`config.mk`:
```
export PLATFORM = sky130hd
export DESIGN_NAME = slpfc_regs
export DESIGN_NICKNAME = d
export VERILOG_FILES = /design/src/common/slpfc_pkg.sv /design/src/core/slpfc_regs.sv
export SDC_FILE = /design/constraint.sdc
export NUM_CORES = 1
export LEC_CHECK = 0
export BUFFER_PORTS_ARGS = -buffer_cell sky130_fd_sc_hd__buf_2
export CORE_ASPECT_RATIO = 0.8
export CORE_MARGIN = 1
export CORE_UTILIZATION = 49
export CTS_CLUSTER_DIAMETER = 60
export CTS_CLUSTER_SIZE = 12
export DETAILED_ROUTE_END_ITERATION = 8
export MAX_ROUTING_LAYER = met4
export PLACE_DENSITY_LB_ADDON = 0.15
export SLEW_MARGIN = 15
export SYNTH_ARGS = -nofsm -noshare
export SYNTH_HDL_FRONTEND = slang
export SYNTH_SLANG_ARGS = --single-unit
```
`constraint.sdc`:
```
create_clock -name clk_sys -period 3.7 [get_ports clk_sys]
set_input_delay 0.37 -clock clk_sys [delete_from_list [all_inputs] [get_ports clk_sys]]
set_output_delay 0.37 -clock clk_sys [all_outputs]
set_load 0.05 [all_outputs]
```
`src/common/slpfc_pkg.sv`:
```
// Constants for the serial-link PLL and framing configuration bank.
// Assumes an 8-bit register file behind a 3-wire serial port, 15-bit address.
package slpfc_pkg;
    // ************************************************************
    // Register offsets
    // ************************************************************
    localparam logic [14:0] ADDR_RATE_SELECT = 15'h056e;
    localparam logic [14:0] ADDR_LOCK_FLAG = 15'h056f;
    localparam logic [14:0] ADDR_FRAME_SIZING = 15'h0570;
    localparam logic [14:0] ADDR_LINK_CTRL_ONE = 15'h0571;
    // ************************************************************
    // Field positions and reset values
    // ************************************************************
    localparam int RATE_MSB = 7;
    localparam int RATE_LSB = 4;
    localparam int LOCK_BIT = 7;
    localparam int LANES_MSB = 7;
    localparam int LANES_LSB = 6;
    localparam int CONV_MSB = 5;
    localparam int CONV_LSB = 3;
    localparam int OCTS_MSB = 2;
    localparam int OCTS_LSB = 0;
    localparam int STBY_BIT = 7;
    localparam int TAIL_PN_BIT = 6;
    localparam int LONG_TEST_BIT = 5;
    localparam logic [3:0] RATE_RESET = 4'h0;
    localparam logic [1:0] LANES_RESET = 2'h1;
    localparam logic [2:0] CONV_RESET = 3'h1;
    localparam logic [2:0] OCTS_RESET = 3'h1;
    // ************************************************************
    // Lane-rate range codes
    // ************************************************************
    localparam logic [3:0] RATE_6G75_13G5 = 4'h0;
    localparam logic [3:0] RATE_3G375_6G75 = 4'h1;
    localparam logic [3:0] RATE_13G5_15G = 4'h3;
    localparam logic [3:0] RATE_1G6875_3G375 = 4'h5;
    // ************************************************************
    // Serial port framing and link characters
    // ************************************************************
    localparam logic [4:0] SPI_INSTR_LAST = 5'h0f;
    localparam logic [4:0] SPI_DATA_FIRST = 5'h10;
    localparam logic [4:0] SPI_DATA_LAST = 5'h17;
    localparam logic [7:0] K28_5_OCTET = 8'hbc;
    localparam logic [7:0] STBY_OCTET = 8'h00;
    typedef enum logic [2:0] {
        SPI_IDLE = 3'b001,
        SPI_INSTR = 3'b010,
        SPI_DATA = 3'b100
    } slpfc_spi_e;
endpackage

```
`src/core/slpfc_regs.sv`:
```
// Configuration and status bank for the serial transmit link, plus the
// octet selector that applies standby and test-sample behaviour.
// Assumes serial port pins and lock/standby levels are asynchronous to clk_sys.
`timescale 1ns/10ps
module slpfc_regs
    import slpfc_pkg::*;
(
    // Clock and reset
    input wire logic clk_sys,
    input wire logic rst,
    // Serial port pins
    input wire logic spi_csb_n,
    input wire logic spi_sclk,
    input wire logic spi_sdio_in,
    output logic spi_sdio_out,
    output logic spi_sdio_oe_n,
    // Status from analog side and standby pin
    input wire logic pll_locked,
    input wire logic standby_pin,
    // Sample stream in
    input wire logic [7:0] sample_octet,
    // Configuration out
    output logic [3:0] lane_rate_code,
    output logic lane_rate_legal,
    output logic [3:0] lane_count,
    output logic [7:0] converter_count,
    output logic [7:0] frame_octets,
    output logic tail_pn_enable,
    // Link octet out
    output logic [7:0] tx_octet,
    output logic tx_is_k
);
    // ************************************************************
    // Input synchronisers
    // ************************************************************
    logic [4:0] sync1;
    logic [4:0] sync2;
    logic sclk_prev;
    always_ff @(posedge clk_sys) begin
        if (rst) begin
            sync1 <= 5'h01;
            sync2 <= 5'h01;
            sclk_prev <= 1'b0;
        end else begin
            sync1 <= {standby_pin, pll_locked, spi_sdio_in, spi_sclk, spi_csb_n};
            sync2 <= sync1;
            sclk_prev <= sync2[1];
        end
    end
    logic csb_n_s;
    logic sclk_rise;
    logic sclk_fall;
    logic sdi_s;
    logic lock_s;
    logic stby_s;
    assign csb_n_s = sync2[0];
    assign sclk_rise = sync2[1] & ~sclk_prev;
    assign sclk_fall = ~sync2[1] & sclk_prev;
    assign sdi_s = sync2[2];
    assign lock_s = sync2[3];
    assign stby_s = sync2[4];

    // ************************************************************
    // Serial port slave
    // ************************************************************
    slpfc_spi_e spi_state;
    logic [4:0] bit_cnt;
    logic [15:0] shift_in;
    logic [14:0] acc_addr;
    logic acc_read;
    logic [7:0] rd_buf;
    logic wr_pulse;
    logic [7:0] wr_data;
    logic [7:0] rd_mux;
    always_ff @(posedge clk_sys) begin
        if (rst) begin
            spi_state <= SPI_IDLE;
            bit_cnt <= 5'h00;
            shift_in <= 16'h0000;
            acc_addr <= 15'h0000;
            acc_read <= 1'b0;
            rd_buf <= 8'h00;
            wr_pulse <= 1'b0;
            wr_data <= 8'h00;
        end else begin
            wr_pulse <= 1'b0;
            if (csb_n_s) begin
                spi_state <= SPI_IDLE;
                bit_cnt <= 5'h00;
            end else if (sclk_rise) begin
                shift_in <= {shift_in[14:0], sdi_s};
                bit_cnt <= bit_cnt + 5'h01;
                unique case (spi_state)
                    SPI_IDLE, SPI_INSTR: begin
                        spi_state <= SPI_INSTR;
                        if (bit_cnt == SPI_INSTR_LAST) begin
                            spi_state <= SPI_DATA;
                            acc_read <= shift_in[14];
                            acc_addr <= {shift_in[13:0], sdi_s};
                        end
                    end
                    SPI_DATA: begin
                        if (bit_cnt == SPI_DATA_LAST) begin
                            spi_state <= SPI_IDLE;
                            wr_pulse <= ~acc_read;
                            wr_data <= {shift_in[6:0], sdi_s};
                        end
                    end
                endcase
            end
            if (spi_state == SPI_DATA && bit_cnt == SPI_DATA_FIRST) begin
                rd_buf <= rd_mux;
            end
        end
    end

    // Read data leaves on falling clock edges during the data phase
    logic [4:0] out_idx;
    assign out_idx = SPI_DATA_LAST - bit_cnt;
    always_ff @(posedge clk_sys) begin
        if (rst) begin
            spi_sdio_out <= 1'b0;
            spi_sdio_oe_n <= 1'b1;
        end else if (csb_n_s || !acc_read || spi_state != SPI_DATA) begin
            spi_sdio_oe_n <= 1'b1;
        end else if (sclk_fall) begin
            spi_sdio_oe_n <= 1'b0;
            spi_sdio_out <= rd_buf[out_idx[2:0]];
        end
    end

    // ************************************************************
    // Register file
    // ************************************************************
    logic [3:0] rate_field;
    logic [1:0] lanes_field;
    logic [2:0] conv_field;
    logic [2:0] octs_field;
    logic stby_k_mode;
    logic long_test;
    always_ff @(posedge clk_sys) begin
        if (rst) begin
            rate_field <= RATE_RESET;
            lanes_field <= LANES_RESET;
            conv_field <= CONV_RESET;
            octs_field <= OCTS_RESET;
            stby_k_mode <= 1'b0;
            tail_pn_enable <= 1'b0;
            long_test <= 1'b0;
        end else if (wr_pulse) begin
            unique case (acc_addr)
                ADDR_RATE_SELECT: rate_field <= wr_data[RATE_MSB:RATE_LSB];
                ADDR_FRAME_SIZING: begin
                    lanes_field <= wr_data[LANES_MSB:LANES_LSB];
                    conv_field <= wr_data[CONV_MSB:CONV_LSB];
                    octs_field <= wr_data[OCTS_MSB:OCTS_LSB];
                end
                ADDR_LINK_CTRL_ONE: begin
                    stby_k_mode <= wr_data[STBY_BIT];
                    tail_pn_enable <= wr_data[TAIL_PN_BIT];
                    long_test <= wr_data[LONG_TEST_BIT];
                end
                default: begin
                end
            endcase
        end
    end

    always_comb begin
        rd_mux = 8'h00;
        unique case (acc_addr)
            ADDR_RATE_SELECT: rd_mux[RATE_MSB:RATE_LSB] = rate_field;
            ADDR_LOCK_FLAG: rd_mux[LOCK_BIT] = lock_s;
            ADDR_FRAME_SIZING: rd_mux = {lanes_field, conv_field, octs_field};
            ADDR_LINK_CTRL_ONE: begin
                rd_mux[STBY_BIT] = stby_k_mode;
                rd_mux[TAIL_PN_BIT] = tail_pn_enable;
                rd_mux[LONG_TEST_BIT] = long_test;
            end
            default: rd_mux = 8'h00;
        endcase
    end

    // ************************************************************
    // Decoded configuration
    // ************************************************************
    // rate range decode
    assign lane_rate_code = rate_field;
    assign lane_rate_legal = (rate_field == RATE_6G75_13G5) || (rate_field == RATE_3G375_6G75)
        || (rate_field == RATE_13G5_15G) || (rate_field == RATE_1G6875_3G375);
    assign lane_count = 4'h1 << lanes_field;
    assign converter_count = 8'h01 << conv_field;
    assign frame_octets = 8'h01 << octs_field;

    // ************************************************************
    // Octet selector
    // ************************************************************
    logic [7:0] octet_idx;
    logic [3:0] frame_idx;
    always_ff @(posedge clk_sys) begin
        if (rst || !long_test) begin
            octet_idx <= 8'h00;
            frame_idx <= 4'h0;
        end else if (octet_idx == frame_octets - 8'h01) begin
            octet_idx <= 8'h00;
            frame_idx <= frame_idx + 4'h1;
        end else begin
            octet_idx <= octet_idx + 8'h01;
        end
    end

    always_ff @(posedge clk_sys) begin
        if (rst) begin
            tx_octet <= STBY_OCTET;
            tx_is_k <= 1'b0;
        end else if (stby_s) begin
            tx_octet <= stby_k_mode ? K28_5_OCTET : STBY_OCTET;
            tx_is_k <= stby_k_mode;
        end else if (long_test) begin
            tx_octet <= {frame_idx, octet_idx[3:0]};
            tx_is_k <= 1'b0;
        end else begin
            tx_octet <= sample_octet;
            tx_is_k <= 1'b0;
        end
    end
endmodule

```
==> results.json <==
{
  "num_rows": 30,
  "status": "complete, no violations",
  "cp.buffers_inverters": 0,
  "cts_max_level": 3,
  "max-vdd-ir-drop_v": 0.000242,
  "crit_fanout": 16,
  "postSynthAreaPerCell_um2": 9.07,
  "leakage_nw": 2.00,
  "dr.pass1.iters": 4,
  "synth_top_flop_cell": "dfxtp_1",
  "cap_violations": 0,
  "critPathMaxStageDelay_ns": 0.59,
  "cts_buffers": 9,
  "async_flop_share_pct": 0,
  "final_antenna_net_count": 0,
  "synthTopCellsByArea": "dfxtp_1, mux2i_1, nor2_1",
  "cts_num_sinks": 105,
  "hold_violations": 0,
  "ys_types": 55,
  "timing.final.crit_share_pct": 62.4,
  "cts_root_buf": "clkbuf_8",
  "port_buffers": 51,
  "clkLatencyLatePin_ns": 0.37,
  "yosysWarnings": 0,
  "clk_pin_slew_ns": 0.09,
  "setup_viol": 0,
  "ctsHoldBuffers": 0,
  "coreArea_mm2": 0.00860,
  "grt_pass1_wl_um": 14700,
  "grt_pass1_vias": 2944,
  "io_pins": 52,
  "crit_type": "register to register",
  "worst_ep_required_time_ns": 3.93,
  "post-route-drc-count": 0,
  "critPathArrivalTime_ns": 2.54,
  "ys_seq_area_share_pct": 47.9,
  "endpoint_kind": "register",
  "synth_top_area_share_pct": 47.9,
  "synth.net_count": 504,
  "final_nets": 539,
  "dp.cells": 620,
  "stdcell_count": 635,
  "start_util_pct": 51.1,
  "antenna_found_initial": 0,
  "hp-class": "input pin to register",
  "startpoint_type": "register",
  "slew_viol_final": 0,
  "syn2layout_area_growth_pct": 11.5,
  "rsz0062_at_grt": "false",
  "max-slew-margin-rel_pct": 43.2,
  "cp_top_family": "compound AO/OA/AOI/OAI gates",
  "syn-cell-area_mm2": 0.00439,
  "skew_ns": 0.0115,
  "cts_tree": "built",
  "period_minus_slack_ns": 2.31,
  "yosysMostFrequentCell": "dfxtp_1",
  "clk_path_buf_depth": 2,
  "synth-seq-cells": 105,
  "cts_resized": 0,
  "synth_commonest_cells": "dfxtp_1, nor2_1, nand2_1",
  "place_area_mm2": 0.00468,
  "synth_top_cell_by_area": "dfxtp_1",
  "globalRoute.totalOverflow": 0,
  "grt_max_degree": 86,
  "layout-drive-gt1-share_pct": 16.1,
  "synthCells": 484,
  "wl_per_cell_um": 14.0,
  "die_h_um": 86.7,
  "dieArea_mm2": 0.00935,
  "die_w_um": 108,
  "n_fill_cell": 777,
  "wirelength_um": 8920,
  "total_power_mw": 1.97,
  "crit_chain": "or4_1, o32ai_1, o22ai_1, o21ai_1, nor2_1",
  "vias": 3396,
  "drt-vias-per-instance": 5.35,
  "routabilityCongestion": 0.771,
  "track_usage_pct": 20.9,
  "synth_edf_count": 0,
  "postCtsSetupRepairBufs": 0,
  "tightest_slew_ns": 0.853,
  "fmax_mhz": 433,
  "finalSetupTns_ns": 0,
  "final_cell_area_mm2": 0.00489,
  "dp_hpwl_um": 6270,
  "antenna_cells": 0,
  "p_per_area_mw_per_mm2": 402,
  "slowest_stage": "o21ai_1",
  "drtIter0Drc": 183
}
-- through the flow --
step / utilization (%) / setup slack [ns] / hold WS [ns]
floorplan: - / 1.48 / 0.389
global placement: 54.5 / 1.58 / 0.393
detailed placement: 54.5 / 1.46 / 0.394
CTS: 56.9 / 1.43 / 0.157
global route: 56.9 / 1.19 / 0.160
finish: 56.9 / 1.39 / 0.177
-- flip-flops by register name, indices dropped and copies added (netlist names), 2 cells and up --
name,cells
octs_field,3
bit_cnt,5
sync2,5
wr_data,8
acc_addr,15
lane_rate_code,4
frame_idx,4
rd_buf,8
octet_idx,8
conv_field,3
shift_in,15
spi_state,3
lanes_field,2
tx_octet,8
sync1,5
-- kinds of logic after synthesis --
kind of cell | count (synthesis) | share of synthesized area [%]
flops | 105 | 47.9
mux | 51 | 12.3
fa+ha+maj | 6 | 1.65
simple gates | 204 | 22.9
xor+xnor | 10 | 1.99
buf+inv | 44 | 4.19
compound gates | 64 | 9.06
-- placed cells by master, fill, tap and decap left out, types with 2 or more instances in the layout --
cell type and instances:
xnor2_1 4, a211oi_1 4, ha_1 5, o22ai_1 2, dfxtp_1 105, nand2b_1 4, a22oi_1 2, nor3_1 12
nand4b_1 3, nor3b_1 8, nor4_1 3, or2_2 4, or3_1 3, o31ai_1 3, xor2_1 6, nand3_1 11
mux2_2 5, buf_4 5, buf_2 51, clkbuf_8 9, nand2_1 48, o2bb2ai_1 2, or4_1 3, bufinv_16 2
o21a_1 5, a21oi_1 31, and3_1 6, mux2i_1 44, and4b_1 2, o21ai_0 5, nor2b_1 17, nand4_1 3
nor2_1 69, clkbuf_1 2, inv_1 11, mux4_2 2
-- worst paths after layout --
kind	cells after the start	startpoint	slack, ns	end
worst max-delay path	5	octs_field[2]	1.39	octet_idx[2]
worst min-delay path	2	spi_csb_n	0.18	sync1[0]
worst max register to register	5	octs_field[2]	1.39	octet_idx[2]
worst min register to register	1	sync1[0]	0.42	sync2[0]
-- power by group --
group / internal (mW) / switching (mW) / total (mW)
logic: 0.0206 / 0.0468 / 0.0674
registers: 1.14 / 0.00528 / 1.15
clock network: 0.382 / 0.371 / 0.753
total: 1.54 / 0.423 / 1.97
-- layer usage --
layer | wire [um] | global-route usage (%) | share of wire, % | up-vias
li1 | - | - | - | 1723
met1 | 4650 | 29.6 | 52 | 1589
met2 | 3780 | 29.3 | 42 | 78
met3 | 411 | 4.89 | 4.6 | 6
met4 | 78 | 6.85 | 0.87 | 0
met5 | 0 | - | 0 | -
-- cell type report --
class                           count  area, um^2  share of cell area, %
Clock buffer                       11         131                   2.68
Inverter                           12        45.0                  0.920
Clock inverter                      4        77.6                   1.59
Timing Repair Buffer               56         293                   5.98
Multi-Input combinational cell    335        2100                   43.0
Tap cell                          112         140                   2.86
Sequential cell                   105        2100                   43.0
Power figures use the tool's default switching activity.
